### src/logic/rct_pkg.sv
package rct_pkg;

  // Clock and tick timing
  localparam int CLK_PERIOD_NS = 40;
  localparam int TICK_BASE_PERIOD_NS = 31_250_000; // 32 Hz base tick
  localparam int TICK_BASE_CYC = TICK_BASE_PERIOD_NS / CLK_PERIOD_NS;
  localparam int TICK_CNT_W = 20;

  // Register offsets on the serial host port
  localparam logic [6:0] ADDR_MAIN_CTRL = 7'h00;
  localparam logic [6:0] ADDR_IRQ_EN = 7'h01;
  localparam logic [6:0] ADDR_IRQ_FLAGS = 7'h02;
  localparam logic [6:0] ADDR_CNT_LOW = 7'h18;
  localparam logic [6:0] ADDR_CNT_HIGH = 7'h19;

  // Field positions
  localparam int CTRL_RUN_BIT = 1;
  localparam int CTRL_RELOAD_BIT = 2;
  localparam int CTRL_RATE_LO = 5;
  localparam int CTRL_RATE_HI = 6;
  localparam int IRQ_EN_TIMER_BIT = 1;
  localparam int IRQ_FLAG_TIMER_BIT = 1;
  localparam int SPI_RW_BIT = 7;

  // Reset values
  localparam logic RUN_RST = 1'b0;
  localparam logic RELOAD_RST = 1'b0;
  localparam logic IRQ_EN_RST = 1'b0;
  localparam logic FLAG_RST = 1'b0;
  localparam logic [15:0] CNT_RST = 16'h0000;
  localparam logic [7:0] READ_IDLE = 8'h00;

  // Sub-divider masks that pick every Nth base tick
  localparam logic [5:0] MASK_32HZ = 6'h00;
  localparam logic [5:0] MASK_8HZ = 6'h03;
  localparam logic [5:0] MASK_1HZ = 6'h1F;
  localparam logic [5:0] MASK_HALF_HZ = 6'h3F;

  // Tick source choices, in field encoding order
  typedef enum logic [1:0] {
    RATE_32HZ,
    RATE_8HZ,
    RATE_1HZ,
    RATE_HALF_HZ
  } rct_rate_e;

  localparam rct_rate_e RATE_RST = RATE_32HZ;

  // Serial frame phase
  typedef enum logic {
    SPI_CMD,
    SPI_DATA
  } rct_phase_e;

  // One register write from the host port
  typedef struct packed {
    logic en;
    logic [6:0] addr;
    logic [7:0] data;
  } rct_wr_s;

endpackage

### src/logic/rct_tick_gen.sv
`timescale 1ns/10ps
module rct_tick_gen
  import rct_pkg::*;
#(
  parameter int BASE_CYCLES = TICK_BASE_CYC
) (
  // Clock and reset
  input wire logic core_clk,
  input wire logic rst_n,
  // Rate choice and tick out
  input rct_rate_e rate,
  output logic tick
);

  logic [TICK_CNT_W-1:0] baseFF;
  logic [5:0] subFF;
  logic [5:0] mask;
  logic baseWrap;
  logic [5:0] wrapsFF;
  logic halfRunFF;

  // Mask picks 1 of 1, 4, 32 or 64 base ticks
  function automatic logic [5:0] rateMask(input rct_rate_e r);
    case (r)
      RATE_32HZ: rateMask = MASK_32HZ;
      RATE_8HZ: rateMask = MASK_8HZ;
      RATE_1HZ: rateMask = MASK_1HZ;
      RATE_HALF_HZ: rateMask = MASK_HALF_HZ;
      default: rateMask = MASK_32HZ;
    endcase
  endfunction

  // Free-running chain; rate change may shorten the first tick
  assign baseWrap = baseFF == TICK_CNT_W'(BASE_CYCLES - 1);
  assign mask = rateMask(rate);
  assign tick = baseWrap && ((subFF & mask) == mask);

  // Base and sub dividers
  always_ff @(posedge core_clk) begin
    if (!rst_n) begin
      baseFF <= '0;
      subFF <= '0;
    end else begin
      baseFF <= baseWrap ? '0 : baseFF + 1'b1;
      subFF <= baseWrap ? subFF + 6'h01 : subFF;
    end
  end

  // Base wraps since the last tick; the period is only known once a half-hertz
  // tick has aligned the sub-divider, so earlier rates are not judged
  always_ff @(posedge core_clk) begin
    if (!rst_n) begin
      wrapsFF <= 6'h00;
      halfRunFF <= 1'b0;
    end else if (tick) begin
      wrapsFF <= 6'h00;
      halfRunFF <= (rate == RATE_HALF_HZ);
    end else begin
      wrapsFF <= baseWrap ? wrapsFF + 6'h01 : wrapsFF;
      halfRunFF <= halfRunFF && (rate == RATE_HALF_HZ);
    end
  end

  // A steady half-hertz tick comes every 64 base periods: 63 wraps in between
  property p_rate_slow_tick;
    @(posedge core_clk) disable iff (!rst_n)
      (tick && rate == RATE_HALF_HZ && halfRunFF) |-> wrapsFF == 6'h3F;
  endproperty
  a_rate_slow_tick: assert property (p_rate_slow_tick)
    else $error("half-hertz tick out of phase");

endmodule

### src/logic/rct_spi_port.sv
`timescale 1ns/10ps
module rct_spi_port
  import rct_pkg::*;
(
  // Clock and reset
  input wire logic core_clk,
  input wire logic rst_n,
  // Serial pins
  input wire logic spiSclk,
  input wire logic spiCsN,
  input wire logic spiMosi,
  output logic spiMisoOut,
  output logic spiMisoOeN,
  // Register side
  input wire logic [7:0] rdData,
  output logic [6:0] rdAddr,
  output rct_wr_s wr
);

  logic [2:0] sclkPipeFF;
  logic [1:0] csPipeFF;
  logic [1:0] mosiPipeFF;
  rct_phase_e phaseFF;
  logic [2:0] bitCntFF;
  logic [7:0] rxFF;
  logic [7:0] txFF;
  logic rwFF;
  logic loadFF;
  logic [6:0] addrFF;
  rct_wr_s wrFF;
  logic rise;
  logic fall;
  logic selected;
  logic byteEnd;
  logic [7:0] rxByte;

  // Select and data pins pass two flops, serial clock three; stage 0 feeds stage 1 only
  always_ff @(posedge core_clk) begin
    if (!rst_n) begin
      sclkPipeFF <= 3'h0;
      csPipeFF <= 2'h3;
      mosiPipeFF <= 2'h0;
    end else begin
      sclkPipeFF <= {sclkPipeFF[1:0], spiSclk};
      csPipeFF <= {csPipeFF[0], spiCsN};
      mosiPipeFF <= {mosiPipeFF[0], spiMosi};
    end
  end

  // Mode 0: sample on rising, shift out on falling
  assign rise = sclkPipeFF[1] && !sclkPipeFF[2];
  assign fall = !sclkPipeFF[1] && sclkPipeFF[2];
  assign selected = !csPipeFF[1];
  assign rxByte = {rxFF[6:0], mosiPipeFF[1]};
  assign byteEnd = selected && rise && bitCntFF == 3'h7;
  assign rdAddr = addrFF;
  assign wr = wrFF;
  assign spiMisoOut = txFF[7];
  assign spiMisoOeN = !selected;

  // Framing: command byte, then data bytes with address increment
  always_ff @(posedge core_clk) begin
    if (!rst_n) begin
      phaseFF <= SPI_CMD;
      bitCntFF <= 3'h0;
      rxFF <= 8'h00;
      rwFF <= 1'b0;
      addrFF <= 7'h00;
      wrFF <= '0;
    end else begin
      wrFF.en <= 1'b0;
      if (!selected) begin
        phaseFF <= SPI_CMD;
        bitCntFF <= 3'h0;
      end else if (rise) begin
        rxFF <= rxByte;
        bitCntFF <= bitCntFF + 3'h1;
      end
      if (byteEnd && phaseFF == SPI_CMD) begin
        addrFF <= rxByte[6:0];
        rwFF <= rxByte[SPI_RW_BIT];
        phaseFF <= SPI_DATA;
      end else if (byteEnd) begin
        wrFF <= '{en: !rwFF, addr: addrFF, data: rxByte};
        addrFF <= addrFF + 7'h01;
      end
    end
  end

  // Reply byte loads on the falling edge after each byte ends
  always_ff @(posedge core_clk) begin
    if (!rst_n) begin
      txFF <= 8'h00;
      loadFF <= 1'b0;
    end else if (byteEnd) begin
      loadFF <= 1'b1;
    end else if (selected && fall) begin
      txFF <= loadFF ? rdData : {txFF[6:0], 1'b0};
      loadFF <= 1'b0;
    end
  end

  property p_write_single;
    @(posedge core_clk) disable iff (!rst_n)
      wrFF.en |=> !wrFF.en;
  endproperty
  a_write_single: assert property (p_write_single)
    else $error("write pulse longer than one cycle");

endmodule

### src/logic/rct_countdown_timer.sv
`timescale 1ns/10ps
// Behaviour
// - Countdown runs only while run-enable (bit 1 at 00h) is set.
// - Rate field bits 6:5 selects 32 Hz, 8 Hz, 1 Hz or 0.5 Hz ticks.
// - Start value is 16 bits, low byte at 18h, high byte at 19h.
// - Start values 1 upward are valid; zero keeps the timer still.
// - A period ends when the count reaches zero.
// - With auto-reload set, start value reloads and next period begins.
// - Reload costs one tick: first period n ticks, later ones n+1.
// - With timer interrupt enabled, period end sets the timer flag.
// - Interrupt follows the flag while timer interrupt is enabled; the flag stays until software writes 0.
// - Rate and auto-reload writes accepted only while run-enable is 0.
// - Count writes accepted only with run-enable and auto-reload both 0.
// - Interrupt pin is active low and open drain.
// - Reset leaves timer and reload off, tick source at 32 Hz.
// - Writing 0 to the flag releases the interrupt, unless a period ends in that same cycle.
module rct_countdown_timer
  import rct_pkg::*;
#(
  parameter int TICK_BASE_CYCLES = TICK_BASE_CYC
) (
  // Clock and reset
  input wire logic core_clk,
  input wire logic rst_n,
  // Serial host port
  input wire logic spiSclk,
  input wire logic spiCsN,
  input wire logic spiMosi,
  output logic spiMisoOut,
  output logic spiMisoOeN,
  // Open-drain interrupt pin
  input wire logic intPinIn,
  output logic intPinOut,
  output logic intPinOeN
);

  rct_wr_s wr;
  logic [6:0] rdAddr;
  logic [7:0] rdData;
  logic tick;

  logic runEnFF;
  logic autoReloadFF;
  rct_rate_e rateFF;
  logic irqEnFF;
  logic doneFlagFF;
  logic [15:0] startFF;
  logic [15:0] cntFF;

  logic nxt_runEn;
  logic nxt_autoReload;
  rct_rate_e nxt_rate;
  logic nxt_irqEn;
  logic nxt_doneFlag;
  logic [15:0] nxt_start;
  logic [15:0] nxt_cnt;

  logic wrMain;
  logic wrIrqEn;
  logic wrFlags;
  logic wrLow;
  logic wrHigh;
  logic cfgOpen;
  logic cntOpen;
  logic tickNow;
  logic reachZero;
  logic reloadNow;
  logic flagClear;
  logic irqActive;
  logic [7:0] ctrlRd;
  logic [7:0] irqEnRd;
  logic [7:0] flagRd;

  // A write that lands on one register address
  function automatic logic hitAddr(input rct_wr_s w, input logic [6:0] a);
    hitAddr = w.en && (w.addr == a);
  endfunction

  // Host port: frames in, register writes and read data out
  rct_spi_port u_spi (
    .core_clk(core_clk),
    .rst_n(rst_n),
    .spiSclk(spiSclk),
    .spiCsN(spiCsN),
    .spiMosi(spiMosi),
    .spiMisoOut(spiMisoOut),
    .spiMisoOeN(spiMisoOeN),
    .rdData(rdData),
    .rdAddr(rdAddr),
    .wr(wr)
  );

  // Tick source from the internal divider chain
  rct_tick_gen #(
    .BASE_CYCLES(TICK_BASE_CYCLES)
  ) u_tick (
    .core_clk(core_clk),
    .rst_n(rst_n),
    .rate(rateFF),
    .tick(tick)
  );

  // Write decode
  assign wrMain = hitAddr(wr, ADDR_MAIN_CTRL);
  assign wrIrqEn = hitAddr(wr, ADDR_IRQ_EN);
  assign wrFlags = hitAddr(wr, ADDR_IRQ_FLAGS);
  assign wrLow = hitAddr(wr, ADDR_CNT_LOW);
  assign wrHigh = hitAddr(wr, ADDR_CNT_HIGH);

  // Write locks judge the state before this write, not after
  assign cfgOpen = !runEnFF;
  assign cntOpen = !runEnFF && !autoReloadFF;

  // Countdown events
  assign tickNow = tick && runEnFF;
  assign reachZero = tickNow && cntFF == 16'h0001;
  // Reload spends a whole tick at zero, so later periods run n+1
  assign reloadNow = tickNow && autoReloadFF && cntFF == 16'h0000 &&
                     startFF != 16'h0000;
  // Only a written 0 clears; a written 1 is ignored
  assign flagClear = wrFlags && !wr.data[IRQ_FLAG_TIMER_BIT];

  // Pin is pulled low while active, released otherwise
  assign irqActive = doneFlagFF && irqEnFF;
  assign intPinOut = 1'b0;
  assign intPinOeN = !irqActive;

  // Control register next values
  always_comb begin
    nxt_runEn = runEnFF;
    nxt_autoReload = autoReloadFF;
    nxt_rate = rateFF;
    if (wrMain) begin
      nxt_runEn = wr.data[CTRL_RUN_BIT];
    end
    if (wrMain && cfgOpen) begin
      nxt_autoReload = wr.data[CTRL_RELOAD_BIT];
      nxt_rate = rct_rate_e'(wr.data[CTRL_RATE_HI:CTRL_RATE_LO]);
    end
  end

  // Interrupt enable and flag; a period end beats a same-cycle clear
  always_comb begin
    nxt_irqEn = wrIrqEn ? wr.data[IRQ_EN_TIMER_BIT] : irqEnFF;
    nxt_doneFlag = (doneFlagFF && !flagClear) ||
                   (reachZero && irqEnFF);
  end

  // Start value and live count
  always_comb begin
    nxt_start = startFF;
    nxt_cnt = cntFF;
    if (wrLow && cntOpen) begin
      nxt_start = {startFF[15:8], wr.data};
      nxt_cnt = {cntFF[15:8], wr.data};
    end else if (wrHigh && cntOpen) begin
      nxt_start = {wr.data, startFF[7:0]};
      nxt_cnt = {wr.data, cntFF[7:0]};
    end else if (reloadNow) begin
      nxt_cnt = startFF;
    end else if (tickNow && cntFF != 16'h0000) begin
      nxt_cnt = cntFF - 16'h0001;
    end
  end

  // Control registers
  always_ff @(posedge core_clk) begin
    if (!rst_n) begin
      runEnFF <= RUN_RST;
      autoReloadFF <= RELOAD_RST;
      rateFF <= RATE_RST;
      irqEnFF <= IRQ_EN_RST;
      doneFlagFF <= FLAG_RST;
    end else begin
      runEnFF <= nxt_runEn;
      autoReloadFF <= nxt_autoReload;
      rateFF <= nxt_rate;
      irqEnFF <= nxt_irqEn;
      doneFlagFF <= nxt_doneFlag;
    end
  end

  // Count registers
  always_ff @(posedge core_clk) begin
    if (!rst_n) begin
      startFF <= CNT_RST;
      cntFF <= CNT_RST;
    end else begin
      startFF <= nxt_start;
      cntFF <= nxt_cnt;
    end
  end

  // Read images; unused bits read as zero
  always_comb begin
    ctrlRd = READ_IDLE;
    ctrlRd[CTRL_RUN_BIT] = runEnFF;
    ctrlRd[CTRL_RELOAD_BIT] = autoReloadFF;
    ctrlRd[CTRL_RATE_HI:CTRL_RATE_LO] = rateFF;
    irqEnRd = READ_IDLE;
    irqEnRd[IRQ_EN_TIMER_BIT] = irqEnFF;
    flagRd = READ_IDLE;
    flagRd[IRQ_FLAG_TIMER_BIT] = doneFlagFF;
  end

  // Read mux; count addresses show the live count
  always_comb begin
    case (rdAddr)
      ADDR_MAIN_CTRL: rdData = ctrlRd;
      ADDR_IRQ_EN: rdData = irqEnRd;
      ADDR_IRQ_FLAGS: rdData = flagRd;
      ADDR_CNT_LOW: rdData = cntFF[7:0];
      ADDR_CNT_HIGH: rdData = cntFF[15:8];
      default: rdData = READ_IDLE;
    endcase
  end

  property p_stopped_holds;
    @(posedge core_clk) disable iff (!rst_n)
      (!runEnFF && !wrLow && !wrHigh) |=> $stable(cntFF);
  endproperty
  a_stopped_holds: assert property (p_stopped_holds)
    else $error("count moved while stopped");

  property p_tick_decrements;
    @(posedge core_clk) disable iff (!rst_n)
      (tick && runEnFF && cntFF != 16'h0000 && !wr.en) |=>
        cntFF == $past(cntFF) - 16'h0001;
  endproperty
  a_tick_decrements: assert property (p_tick_decrements)
    else $error("count did not drop by one on a tick");

  property p_flag_on_zero;
    @(posedge core_clk) disable iff (!rst_n)
      (tick && runEnFF && irqEnFF && cntFF == 16'h0001) |=>
        doneFlagFF ##0 !intPinOeN;
  endproperty
  a_flag_on_zero: assert property (p_flag_on_zero)
    else $error("timer flag not set at period end");

  property p_flag_sticky;
    @(posedge core_clk) disable iff (!rst_n)
      (doneFlagFF && !flagClear) |=> doneFlagFF;
  endproperty
  a_flag_sticky: assert property (p_flag_sticky)
    else $error("timer flag dropped without a clear");

  property p_clear_releases;
    @(posedge core_clk) disable iff (!rst_n)
      (flagClear && !reachZero) |=> intPinOeN && !doneFlagFF;
  endproperty
  a_clear_releases: assert property (p_clear_releases)
    else $error("interrupt not released after clear");

  property p_cfg_locked;
    @(posedge core_clk) disable iff (!rst_n)
      (wrMain && runEnFF) |=> $stable(rateFF) && $stable(autoReloadFF);
  endproperty
  a_cfg_locked: assert property (p_cfg_locked)
    else $error("rate or reload changed while running");

  property p_count_locked;
    @(posedge core_clk) disable iff (!rst_n)
      ((wrLow || wrHigh) && (runEnFF || autoReloadFF)) |=> $stable(startFF);
  endproperty
  a_count_locked: assert property (p_count_locked)
    else $error("start value written while locked");

  property p_reload_extra_tick;
    @(posedge core_clk) disable iff (!rst_n)
      (tick && runEnFF && autoReloadFF && cntFF == 16'h0000 &&
       startFF != 16'h0000 && !wr.en) |=> cntFF == $past(startFF);
  endproperty
  a_reload_extra_tick: assert property (p_reload_extra_tick)
    else $error("reload did not restore the start value");

  property p_hold_zero;
    @(posedge core_clk) disable iff (!rst_n)
      (!autoReloadFF && cntFF == 16'h0000 && !wrLow && !wrHigh) |=>
        cntFF == 16'h0000;
  endproperty
  a_hold_zero: assert property (p_hold_zero)
    else $error("count left zero without a load");

  property p_reset_state;
    @(posedge core_clk) disable iff (!rst_n)
      $rose(rst_n) |-> !runEnFF && !autoReloadFF && rateFF == RATE_32HZ;
  endproperty
  a_reset_state: assert property (p_reset_state)
    else $error("wrong control state after reset");

endmodule

### config.mk
export PLATFORM = sky130hd
export DESIGN_NAME = rct_countdown_timer
export DESIGN_NICKNAME = d
export VERILOG_FILES = /design/src/logic/rct_pkg.sv /design/src/logic/rct_tick_gen.sv /design/src/logic/rct_spi_port.sv /design/src/logic/rct_countdown_timer.sv
export SDC_FILE = /design/constraint.sdc
export NUM_CORES = 1
export LEC_CHECK = 0
export ABC_AREA = 1
export BUFFER_PORTS_ARGS = -buffer_cell sky130_fd_sc_hd__clkbuf_2
export CAP_MARGIN = 20
export CORE_MARGIN = 4
export CORE_UTILIZATION = 45
export CTS_CLUSTER_DIAMETER = 120
export DETAILED_ROUTE_END_ITERATION = 10
export SYNTH_ARGS = -nofsm -noshare
export SYNTH_HDL_FRONTEND = slang
export SYNTH_SLANG_ARGS = --single-unit
### constraint.sdc
create_clock -name core_clk -period 1.8 [get_ports core_clk]
set_input_delay 0.18 -clock core_clk [delete_from_list [all_inputs] [get_ports core_clk]]
set_output_delay 0.18 -clock core_clk [all_outputs]
set_load 0.01 [all_outputs]
Word level (Yosys, flattened, before mapping)
Index checks and enable logic that the tools add are counted.
{"block": "word_totals", "out_inout_bits": 4, "in_bits": 6, "register_bits": 115}
{"block": "op_classes", "n_bitwise": 7, "n_mux": 14, "addsub": 5, "n_reduce_logical": 56, "eq_ne": 16}
{"cell": "16-bit two-way mux", "n": 3}
{"cell": "8-bit case mux with 5 select lines", "n": 1}
{"cell": "16-bit nonzero test", "n": 2}
{"cell": "7-bit by 5-bit equality test with 1-bit output (second input constant)", "n": 4}
{"cell": "1-bit logical AND", "n": 26}
{"cell": "8-bit two-way mux", "n": 3}
{"cell": "6-bit case mux with 4 select lines", "n": 1}
{"cell": "20-bit by 1-bit adder with 20-bit output (second input constant)", "n": 1}
{"cell": "20-bit equality test (second input constant)", "n": 1}
{"cell": "16-bit by 1-bit equality test with 1-bit output (second input constant)", "n": 1}
{"cell": "16-bit logical NOT", "n": 1}
{"cell": "16-bit by 1-bit subtractor with 16-bit output (second input constant)", "n": 1}
{"cell": "7-bit by 1-bit equality test with 1-bit output (second input constant)", "n": 2}
{"cell": "7-bit by 2-bit equality test with 1-bit output (second input constant)", "n": 2}
{"cell": "7-bit logical NOT", "n": 2}
{"cell": "7-bit two-way mux", "n": 2}
{"cell": "2-bit AND reduction", "n": 6}
{"cell": "1-bit logical NOT", "n": 9}
{"cell": "7-bit by 1-bit adder with 7-bit output (second input constant)", "n": 1}
{"cell": "6-bit by 1-bit adder with 6-bit output (second input constant)", "n": 1}
{"cell": "6-bit bitwise AND", "n": 1}
{"cell": "6-bit equality test", "n": 1}
{"cell": "1-bit inverter", "n": 6}
{"cell": "2-bit nonzero test", "n": 3}
{"cell": "11 further kinds", "n": 17}

Depth between registers and ports, before layout
Gate-level depths: netlist of run 1.
{"block": "depth", "depth_word": 12, "ltp_mapped": 15, "depth_no_buf": 14}

Modules after synthesis
Synthesis of run 1 repeated with hierarchy kept, for this count alone.
{"block": "unflattened", "cells_unflattened": 933, "hier_area_um2": 6334.8}
{"module": "rct_countdown_timer", "n_inst": 1, "area_per_inst_um2": 2791.4, "cells_each": 453}
{"module": "rct_spi_port", "n_inst": 1, "area_per_inst_um2": 2053.2, "cells_each": 259}
{"module": "rct_tick_gen", "n_inst": 1, "area_per_inst_um2": 1490.2, "cells_each": 221}

Least setup slack after synthesis of run 1
No wires, ideal clock.
{"block": "synth_timing", "kind": "register -> register", "startpoint": "register u_tick.baseFF[0]", "endpoint": "register cntFF[0]", "synth_period_minus_slack_ps": 1623, "arrival_ps": 1567, "stages_incl_launch_ff": 15, "path_buffers": 1, "path_slack_ps": 177, "cell_sequence": "dfxtp_1 > ha_1 > inv_1 > nor2_1 > nand2_1 > nor2_2 > inv_1 > nor2_4 > nand3_4 > buf_2 > nand4_1 > nand2_1 > clkinv_1 > nand2_1 > inv_1"}
{"block": "synth_between", "elab_chain_cells": 9, "elab_cells_between_ends": 12}
{"item": "start: declaration", "line": "rct_tick_gen.sv:15", "source": "logic [TICK_CNT_W-1:0] baseFF;"}
{"item": "start signal: assignment", "line": "rct_tick_gen.sv:44", "source": "baseFF <= baseWrap ? '0 : baseFF + 1'b1;"}
{"item": "20-bit equality test (*)", "line": "rct_tick_gen.sv:34", "source": "assign baseWrap = baseFF == TICK_CNT_W'(BASE_CYCLES - 1);"}
{"item": "1-bit logical AND (*)", "line": "rct_tick_gen.sv:36", "source": "assign tick = baseWrap && ((subFF & mask) == mask);"}
{"item": "1-bit logical AND (*)", "line": "rct_countdown_timer.sv:115", "source": "assign tickNow = tick && runEnFF;"}
{"item": "1-bit logical AND (3 in series)", "line": "rct_countdown_timer.sv:118", "source": "assign reloadNow = tickNow && autoReloadFF && cntFF == 16'h0000 &&"}
{"item": "16-bit two-way mux", "line": "rct_countdown_timer.sv:159", "source": "end else if (reloadNow) begin"}
{"item": "16-bit two-way mux", "line": "rct_countdown_timer.sv:156", "source": "end else if (wrHigh && cntOpen) begin"}
{"item": "8-bit two-way mux", "line": "rct_countdown_timer.sv:153", "source": "if (wrLow && cntOpen) begin"}
{"item": "end signal: assignment", "line": "rct_countdown_timer.sv:190", "source": "cntFF <= nxt_cnt;"}
{"item": "end: declaration", "line": "rct_countdown_timer.sv:48", "source": "logic [15:0] cntFF;"}
Mark *: on every way between the ends. The rest lies on a longest branch, timed or not. The select of a mux whose other input is x is not followed.
A chain may end at the register's enable or synchronous reset.

Worst setup path in the final report of run 1
{"block": "layout_timing", "startpoint": "register cntFF[9]", "endpoint": "register cntFF[9]"}
{"block": "layout_between", "elab_chain_cells": 5, "elab_cells_between_ends": 11}
{"item": "parallel branches: the longest is 5 deep, another holds 16-bit by 1-bit subtractor with 16-bit output"}
Several ways; the timed one is not identified. The select of a mux whose other input is x is not followed.

==> results.json, run 1 <==
{
  "start_util": 0.465,
  "path_delay_family": "simple AND/OR/NAND/NOR gates",
  "fillers": 1204,
  "rsz0062_at_grt": "yes",
  "synth_top_area_frac": 0.388,
  "crit_chain": "nor2_2 -> nand2_1 -> nor2_2 -> nand3_2 -> nor2_4 -> nand2_8 -> buf_6 -> buf_6 -> nand4_1 -> nand2_1 -> inv_2 -> nand2_2 -> inv_1",
  "track_usage": 0.212,
  "grt_pass1_wl_um": 25300,
  "end_kind": "register",
  "clk-insertion-delay-late_ns": 0.41,
  "crit_arrival_ns": 2.13,
  "hold_depth": 4,
  "use_met2": 0.349,
  "crit_path_start_kind": "register",
  "synth_top_cell_by_area": "dfxtp_1",
  "clk_pin_slew_ns": 0.05,
  "finalMaxSlewViolations": 0,
  "post-route-min-period_ns": 1.77,
  "syn_avg_cell_area_um2": 6.82,
  "grt-busiest-layer": "met2",
  "design_area_um2": 7440,
  "top_level_ports": 10,
  "seq_area_frac_synth": 0.388,
  "pwr_density_cell_nw_per_um2": 858,
  "synth_area_um2": 5940,
  "grt_pass1_vias": 5379,
  "slowest_stage": "dfxtp_1",
  "cts-htree-levels": 4,
  "grt_util_met1": 0.276,
  "internal-power_w": 0.00508,
  "r2r_setup_slack_ns": 0.03,
  "grt_max_degree": 28,
  "max_cap_violations": 0,
  "routed_via_density": 5.11,
  "pwr-share-seq": 0.403,
  "row_count": 41,
  "drc": 0,
  "power_w": 0.00638,
  "p_switching_w": 0.00130,
  "final.setup.tns_ns": 0,
  "overflow": 0,
  "ys_warn_count": 0,
  "clockBufferDepth": 2,
  "io_buffers": 7,
  "syn-num-nets": 888,
  "hp-class": "input port to register",
  "r2r_end": "cntFF[9]",
  "final_hold_viol_count": 0,
  "critPathRequiredTime_ns": 2.16,
  "dieArea_um2": 15100,
  "status": "completed",
  "final_core_util": 0.582,
  "first_pass_iters": 5,
  "ys_seq_elements": 115,
  "path_class": "register to register",
  "dpl.hpwl_um": 11200,
  "ant_nets": 0,
  "crit_buf_inv": 4,
  "num_antenna_cells": 0,
  "vias": 5722,
  "synth_edf_count": 0,
  "holdCritStartpoint": "rst_n",
  "numCtsBuffers": 17,
  "synthTopCellsByArea": "dfxtp_1 (39%), nand2_1 (13%), inv_1 (7.6%)",
  "p_leak_nw": 3.35,
  "wirelength_um": 15100,
  "combPwrFrac": 0.019,
  "r2r-start": "cntFF[9]",
  "syn_to_final_growth_pct": 25.3,
  "finalCritPeriodShare": 0.982,
  "switching_share": 0.204,
  "ff2ff_path_depth": 13,
  "cp_max_fo": 6,
  "ir_worst_vdd_mv": 0.747,
  "dieHeight_um": 123,
  "drt-wirelength-per-cell_um": 13.5,
  "core_area_um2": 12800,
  "finClkSkew_ns": 0.00578,
  "postPlaceCellArea_um2": 6490,
  "pwr-share-clk": 0.577,
  "fin_nets": 953,
  "synthDistinctLibCells": 44,
  "first_iter_violations": 510,
  "gp_congestion": 0.879,
  "whs_ns": 0.253,
  "antenna_found_initial": 0,
  "cpPeakStageDelay_ns": 0.33,
  "cts.sinks": 115,
  "clockRootBuffer": "clkbuf_16",
  "grt.met3_usage": 0.0359,
  "finalSetupViolCount": 0,
  "cts_tree": "yes",
  "dieWidth_um": 123,
  "synth_ff_type": "dfxtp_1",
  "drive_gt1_frac": 0.178,
  "max_freq_ghz": 0.566,
  "async_reset_ff_frac": 0,
  "whs_endpoint": "u_spi.sclkPipeFF[1]",
  "postSynthCellCount": 870
}
[tightest hold or removal path, delay by kind of cell]
| family | cells | cell delay (ns) |
|---|---|---|
| simple gates | 1 | 0.08 |
| buf+inv | 3 | 0.35 |
[stage by stage]
step / std cells / setup WS (ns)
after floorplan: 870 / 0.177
after global placement: 1077 / 0.0334
after detailed placement: 1077 / 0.00118
after CTS: 1114 / 0.0247
after global routing: 1120 / -0.0802
final: 1120 / 0.0321
[placed cells by master (no fill, tap or decap), types with 3 or more instances in the layout]
master and count:
clkbuf_8 4, inv_2 8, dfxtp_2 3, o21ai_0 38, xnor2_1 3, nand3_4 3
xor2_1 17, nand2_1 198, o21ai_1 5, buf_12 4, buf_6 5, nor2_2 15
nand3b_1 3, nor2_4 8, clkbuf_2 7, a211oi_1 4, o22ai_1 7, nor3_1 9
clkinvlp_4 4, a21oi_1 74, nand4_1 17, dfxtp_1 111, bufinv_16 4, o21a_1 3
a22oi_1 3, ha_1 11, o221ai_1 3, clkbuf_16 17, clkinv_1 8, inv_1 115
nand2_2 6, nand3_1 58, buf_4 51, nor2_1 80, dlygate4sd3_1 3, nand3_2 16
[layout make-up]
type	count	area [um^2]	area share
flip-flops and latches	115	2310	0.311
inverters	132	499	0.0671
clock inverters	11	174	0.0234
multi-input cells	599	3170	0.427
clock buffers	21	480	0.0646
repair buffers	70	584	0.0786
well taps	172	215	0.0289
[power by group through the flow]
stage,combinational (W),sequential [W],clock (W)
2_1_floorplan,0.0000694,0.00262,0
3_3_place_gp,0.000100,0.00262,0
6_report,0.000123,0.00257,0.00368
4_1_cts,0.000109,0.00257,0.00373
5_1_grt,0.000140,0.00257,0.00387
3_5_place_dp,0.000103,0.00263,0
[metal layers]
| metal | up-vias | wire length, um | part of all wire |
|---|---|---|---|
| met5 | - | 0 | 0 |
| met4 | 0 | 340 | 0.022 |
| met3 | 28 | 534 | 0.035 |
| met2 | 136 | 7130 | 0.47 |
| met1 | 2634 | 7140 | 0.47 |
| li1 | 2924 | - | - |
[state kept, by name, summed over array words and instances, names as in the netlist, 3 cells and up]
name              cells
u_spi.rxFF            7
u_spi.bitCntFF        3
u_spi.wr             16
u_spi.sclkPipeFF      3
startFF              16
cntFF                16
u_spi.txFF            8
u_tick.baseFF        20
u_tick.subFF          6
u_spi.rdAddr          7
[worst max-delay path by stage]
stage	start	slack, ns	end	depth (start not counted)
after floorplan	u_tick.baseFF[0]	0.18	cntFF[0]	14
final	cntFF[9]	0.03	cntFF[9]	13
after CTS	u_tick.baseFF[1]	0.02	cntFF[0]	14
after global placement	u_spi.bitCntFF[0]	0.03	u_spi.rdAddr[2]	10
after detailed placement	u_tick.baseFF[0]	0.001	cntFF[0]	13
after global routing	u_tick.baseFF[1]	-0.08	cntFF[9]	16
[synth_stat cells, types with 2 or more instances]
cell type / n
nand2_1: 202
xor2_1: 17
nand3_1: 73
nor2_4: 4
o22ai_1: 7
nand2_2: 2
buf_2: 6
ha_1: 12
a211oi_1: 4
nand3_2: 2
nand4_1: 17
o21a_1: 3
inv_2: 3
o21ai_0: 41
dfxtp_1: 115
inv_1: 120
a22oi_1: 3
nand3b_1: 3
a21oi_1: 74
nor2_2: 8
buf_6: 2
nor3_2: 2
nand3_4: 2
or2_2: 2
nor2_1: 91
o21ai_1: 2
a311oi_1: 2
clkbuf_1: 11
nor3_1: 9
xnor2_1: 3
clkinv_1: 9
o221ai_1: 3
buf_4: 4
nor3b_1: 2
[logic make-up (layout without fill, tap and decap cells)]
logic type,count (synthesis),after routing,share of synthesized area
buffers and inverters,156,234,0.105
adder cells (fa/ha/maj),12,12,0.0253
AND/OR/NAND/NOR,425,425,0.323
other,1,1,0.000632
flip-flops,115,115,0.388
AO/OA/AOI/OAI,141,141,0.128
XOR/XNOR,20,20,0.0295
[repair_timing]
item                       CTS  global route
setup endpoints to repair   16            40
setup buffers                2             6
gates resized for setup      5            55
hold buffers                 3             0
pin swaps                    0            12
hold endpoints to repair     3             0
No activity file was read; power rests on OpenSTA's default activity.
==> inputs of run 2 (changes only) <==
- REMOVE_ABC_BUFFERS: default -> 1
==> results.json, run 2 (synthesized netlist as in run 1, its figures left out) <==
{
  "p_leak_nw": 3.43,
  "regMostFlops": "u_tick.baseFF",
  "cts_tree": "yes",
  "num_antenna_cells": 0,
  "critPathRequiredTime_ns": 2.16,
  "top_layer_used": "met4",
  "stdcell_count": 1123,
  "top_level_ports": 10,
  "clockRootBuffer": "clkbuf_16",
  "whs_ns": 0.180,
  "finalCritPeriodShare": 0.986,
  "dpl_worst_slack_ns": -0.0868,
  "drt-wirelength-per-cell_um": 14.1,
  "antenna_found_initial": 0,
  "wirelength_um": 15800,
  "pwr_density_cell_nw_per_um2": 787,
  "end_kind": "register",
  "hp-class": "input port to register",
  "status": "completed",
  "fin_nets": 956,
  "cts.sinks": 115,
  "whs_endpoint": "u_tick.baseFF[11]",
  "max_freq_ghz": 0.563,
  "row_count": 41,
  "largest_register_ffs": 20,
  "finClkSkew_ns": 0.00862,
  "dieHeight_um": 123,
  "dieArea_um2": 15100,
  "clk-insertion-delay-late_ns": 0.41,
  "rsz0062_at_grt": "yes",
  "first_iter_violations": 436,
  "io_buffers": 7,
  "overflow": 0,
  "core_area_um2": 12800,
  "drc": 0,
  "ant_nets": 0,
  "cp_max_fo": 8,
  "hold_depth": 5,
  "cts-htree-levels": 4,
  "final_cell_mix": "nand2_1 (185), inv_1 (109), dfxtp_1 (106)",
  "numCtsBuffers": 17,
  "r2r-start": "u_tick.baseFF[1]",
  "vias": 5749,
  "ir_worst_vdd_mv": 0.573,
  "gp_congestion": 0.890,
  "first_pass_iters": 7,
  "setup_slack_ns": 0.0248,
  "wl_met2_um": 7450,
  "clk_pin_slew_ns": 0.06,
  "final_common_cell": "nand2_1",
  "crit_arrival_ns": 2.14,
  "post-route-min-period_ns": 1.78,
  "crit_path_start_kind": "register",
  "track_usage": 0.215,
  "max_cap_violations": 0,
  "grt_max_degree": 45,
  "ff2ff_path_depth": 15,
  "dpl.hpwl_um": 11100,
  "dieWidth_um": 123,
  "final_hold_viol_count": 0,
  "drive_gt1_frac": 0.219,
  "clockBufferDepth": 2,
  "routed_via_density": 5.12,
  "dp.cells": 1070,
  "met1Wirelength_um": 7250,
  "wl_met3_um": 729,
  "r2r_setup_slack_ns": 0.02,
  "holdCritStartpoint": "rst_n",
  "finalSetupViolCount": 0,
  "path_class": "register to register",
  "syn_to_final_growth_pct": 28.4,
  "r2r_end": "cntFF[0]",
  "grt_pass1_wl_um": 25400,
  "grt_pass1_vias": 5308,
  "finalMaxSlewViolations": 0,
  "start_util": 0.465
}
[run 2: cell types whose count changed in the layout (fill, tap and decap cells not counted), moves of 3 or more]
cell      change
clkbuf_1      +3
nand2_2       +7
nor2_2        -6
nor2_4        +5
clkinv_2      +3
nand3_1      -13
nand3_2      +12
dfxtp_1       -5
dfxtp_2       +5
nand2_4       +7
inv_2         +6
inv_1         -6
nand2_1      -13
[run 2: layout make-up]
class	count	area, um^2
Timing Repair Buffer	72	632
Multi-Input combinational cell	600	3370
Tap cell	172	215
Sequential cell	115	2320
Clock buffer	23	478
Clock inverter	9	104
Fill cell	1184	5150
Inverter	132	499
[run 2: stage by stage]
| step | instance area [um^2] | setup TNS, ns | power (W) | utilization |
|---|---|---|---|---|
| after floorplan | 5810 | -0.439 | 0.00268 | - |
| after global placement | 6430 | -0.106 | 0.00273 | 0.504 |
| after detailed placement | 6430 | -0.406 | 0.00273 | 0.504 |
| after CTS | 7070 | -0.516 | 0.00604 | 0.553 |
| after global routing | 7620 | -1.64 | 0.00620 | 0.596 |
| final | 7620 | 0 | 0.00600 | 0.596 |
[run 2: worst max-delay path, stage by stage, from the launching register on]
cell     delay, ns
dfxtp_2       0.32
inv_2         0.06
ha_4          0.12
inv_2         0.03
nor2_2        0.08
nand2_2       0.08
nor2_4        0.13
nand2_4       0.10
nor2_8        0.22
nand2_8       0.11
buf_12        0.16
nand2_4       0.06
nand3_2       0.07
nand3_2       0.09
nand2_2       0.06
inv_2         0.03
[run 2: report_power, final]
| part | internal (W) | switching (W) | leakage [nW] | total, W |
|---|---|---|---|---|
| Clock | 0.00214 | 0.00116 | 0.283 | 0.00330 |
| Combinational | 0.0000451 | 0.0000803 | 2.22 | 0.000125 |
| Sequential | 0.00256 | 0.0000107 | 0.932 | 0.00257 |
[run 2: worst max-delay path by stage]
| stage | from | endpoint |
|---|---|---|
| after floorplan | u_spi.bitCntFF[0] | u_spi.rdAddr[2] |
| after global placement | u_tick.baseFF[0] | cntFF[7] |
| after detailed placement | u_tick.baseFF[0] | cntFF[7] |
| after CTS | u_tick.baseFF[1] | cntFF[7] |
| after global routing | u_tick.baseFF[1] | cntFF[4] |
| final | u_tick.baseFF[1] | cntFF[0] |
[run 2: what timing repair did]
| action | CTS | global route |
|---|---|---|
| setup buffers | 1 | 14 |
| pin swaps | 5 | 46 |
| hold buffers | 3 | 0 |
| hold endpoints to repair | 3 | 0 |
| setup endpoints to repair | 19 | 34 |
| resized for setup | 6 | 104 |
| cloned | 0 | 3 |
[run 2: per-layer routing]
layer	vias up	track usage
met5	-	0
met4	0	0.0847
met3	30	0.0465
met2	143	0.352
met1	2644	0.277
li1	2932	-
==> inputs of run 3 (changes only) <==
- clock period: 1.8 -> 1.9 ns (I/O delays scaled with it)
==> results.json, run 3 (synthesized netlist as in run 1, its figures left out) <==
{
  "status": "finished with violations",
  "violations": "setup timing",
  "crit_path_start": "u_tick.baseFF[0]",
  "dieArea_um2": 15100,
  "grt_pass1_vias": 5257,
  "dpl_worst_slack_ns": 0.0167,
  "clockRootBuffer": "clkbuf_16",
  "routed_via_density": 5.22,
  "fillers": 1235,
  "ant_nets": 0,
  "num_antenna_cells": 0,
  "cts.sinks": 115,
  "max_cap_violations": 0,
  "drt-wirelength-per-cell_um": 14.3,
  "p_leak_nw": 3.24,
  "wirelength_um": 15800,
  "finClkSkew_ns": 0.0113,
  "hold_depth": 4,
  "largest_register_ffs": 20,
  "r2r_setup_slack_ns": -0.01,
  "syn_to_final_growth_pct": 21.6,
  "cts_tree": "yes",
  "antenna_found_initial": 0,
  "rsz0062_at_grt": "yes",
  "setup_slack_ns": -0.0147,
  "wl_met2_um": 7430,
  "first_iter_violations": 467,
  "clockBufferDepth": 2,
  "critPathRequiredTime_ns": 2.21,
  "vias": 5772,
  "numCtsBuffers": 17,
  "start_util": 0.465,
  "finalMaxSlewViolations": 0,
  "hp-class": "input port to register",
  "wl_met3_um": 757,
  "whs_endpoint": "u_spi.sclkPipeFF[1]",
  "clk_pin_slew_ns": 0.05,
  "core_area_um2": 12800,
  "ff2ff_path_depth": 13,
  "final_cell_mix": "nand2_1 (200), inv_1 (114), dfxtp_1 (111)",
  "finalCritPeriodShare": 1.01,
  "grt_max_degree": 45,
  "crit_arrival_ns": 2.23,
  "crit_path_start_kind": "register",
  "track_usage": 0.215,
  "final.setup.tns_ns": -0.0156,
  "grt_pass1_wl_um": 25300,
  "first_pass_iters": 6,
  "met1Wirelength_um": 7250,
  "regMostFlops": "u_tick.baseFF",
  "cts-htree-levels": 4,
  "path_class": "register to register",
  "r2r-start": "u_tick.baseFF[0]",
  "dieWidth_um": 123,
  "fin_nets": 940,
  "overflow": 0,
  "finalSetupViolCount": 2,
  "dieHeight_um": 123,
  "pwr_density_cell_nw_per_um2": 771,
  "drive_gt1_frac": 0.154,
  "r2r_end": "cntFF[4]",
  "end_kind": "register",
  "holdCritStartpoint": "rst_n",
  "gp_congestion": 0.895,
  "dpl.hpwl_um": 11100,
  "cp_max_fo": 8,
  "top_level_ports": 10,
  "io_buffers": 7,
  "ir_worst_vdd_mv": 0.559,
  "final_common_cell": "nand2_1",
  "max_freq_ghz": 0.522,
  "post-route-min-period_ns": 1.91,
  "clk-insertion-delay-late_ns": 0.42,
  "final_hold_viol_count": 0,
  "top_layer_used": "met4",
  "drc": 0,
  "row_count": 41
}
[run 3: cell types whose count changed in the layout (fill, tap and decap cells not counted), moves of 9 or more]
cell	before	now
buf_4	51	37
nand2_1	185	200
nand2_2	13	4
nand3_1	45	63
nand3_2	28	11
[run 3: worst max path at each step]
| stage | cells past startpoint | end | slack [ns] |
|---|---|---|---|
| 3_5_place_dp | 11 | cntFF[15] | 0.02 |
| 2_1_floorplan | 10 | u_spi.rdAddr[2] | -0.04 |
| 6_report | 13 | cntFF[4] | -0.01 |
| 4_1_cts | 13 | cntFF[4] | 0.03 |
| 5_1_grt | 13 | cntFF[0] | -0.12 |
| 3_3_place_gp | 12 | cntFF[13] | 0.07 |
[run 3: routing by layer]
metal / vias to the layer above / GRT usage
met4: 0 / 0.0973
met2: 166 / 0.344
met1: 2669 / 0.284
li1: 2903 / -
met5: - / 0
met3: 34 / 0.0382
[run 3: stage by stage]
stage	hold WS, ns	instance area (um^2)	power (W)	utilization	std cells
finish	0.334	7220	0.00557	0.565	1106
global route	0.367	7220	0.00577	0.565	1106
CTS	0.323	6930	0.00561	0.542	1092
detailed placement	0.382	6320	0.00258	0.495	1058
global placement	0.375	6320	0.00258	0.495	1058
floorplan	0.283	5810	0.00254	-	846
[run 3: cell type report]
cell class              instances  area, um^2  area share
clock inverters                 8        77.6      0.0107
multi-input cells             601        3160       0.437
clock buffers                  23         488      0.0676
well taps                     172         215      0.0298
flip-flops and latches        115        2310       0.320
repair buffers                 55         473      0.0655
inverters                     132         502      0.0695
[run 3: what timing repair did]
action | CTS | global route
hold buffers | 3 | 0
hold endpoints to repair | 3 | 0
gates cloned | 0 | 4
buffers inserted | 0 | 11
pin swaps | 0 | 20
setup endpoints to repair | 5 | 25
resized for setup | 2 | 44
[run 3: worst max-delay path: stages, from the launching register on]
cell	delay, ns
dfxtp_2	0.37
ha_4	0.14
inv_2	0.03
nor2_2	0.11
nand2_2	0.09
nor2_4	0.16
inv_2	0.06
nor2_4	0.15
nand3_4	0.16
buf_12	0.18
nand3_4	0.16
nand3_2	0.11
nand2_1	0.06
inv_1	0.04
[run 3: power breakdown]
| group | switching (W) | total [W] | internal, W |
|---|---|---|---|
| Sequential | 0.0000102 | 0.00244 | 0.00243 |
| Combinational | 0.0000725 | 0.000108 | 0.0000355 |
| Clock | 0.00110 | 0.00302 | 0.00192 |
| Total | 0.00118 | 0.00557 | 0.00439 |
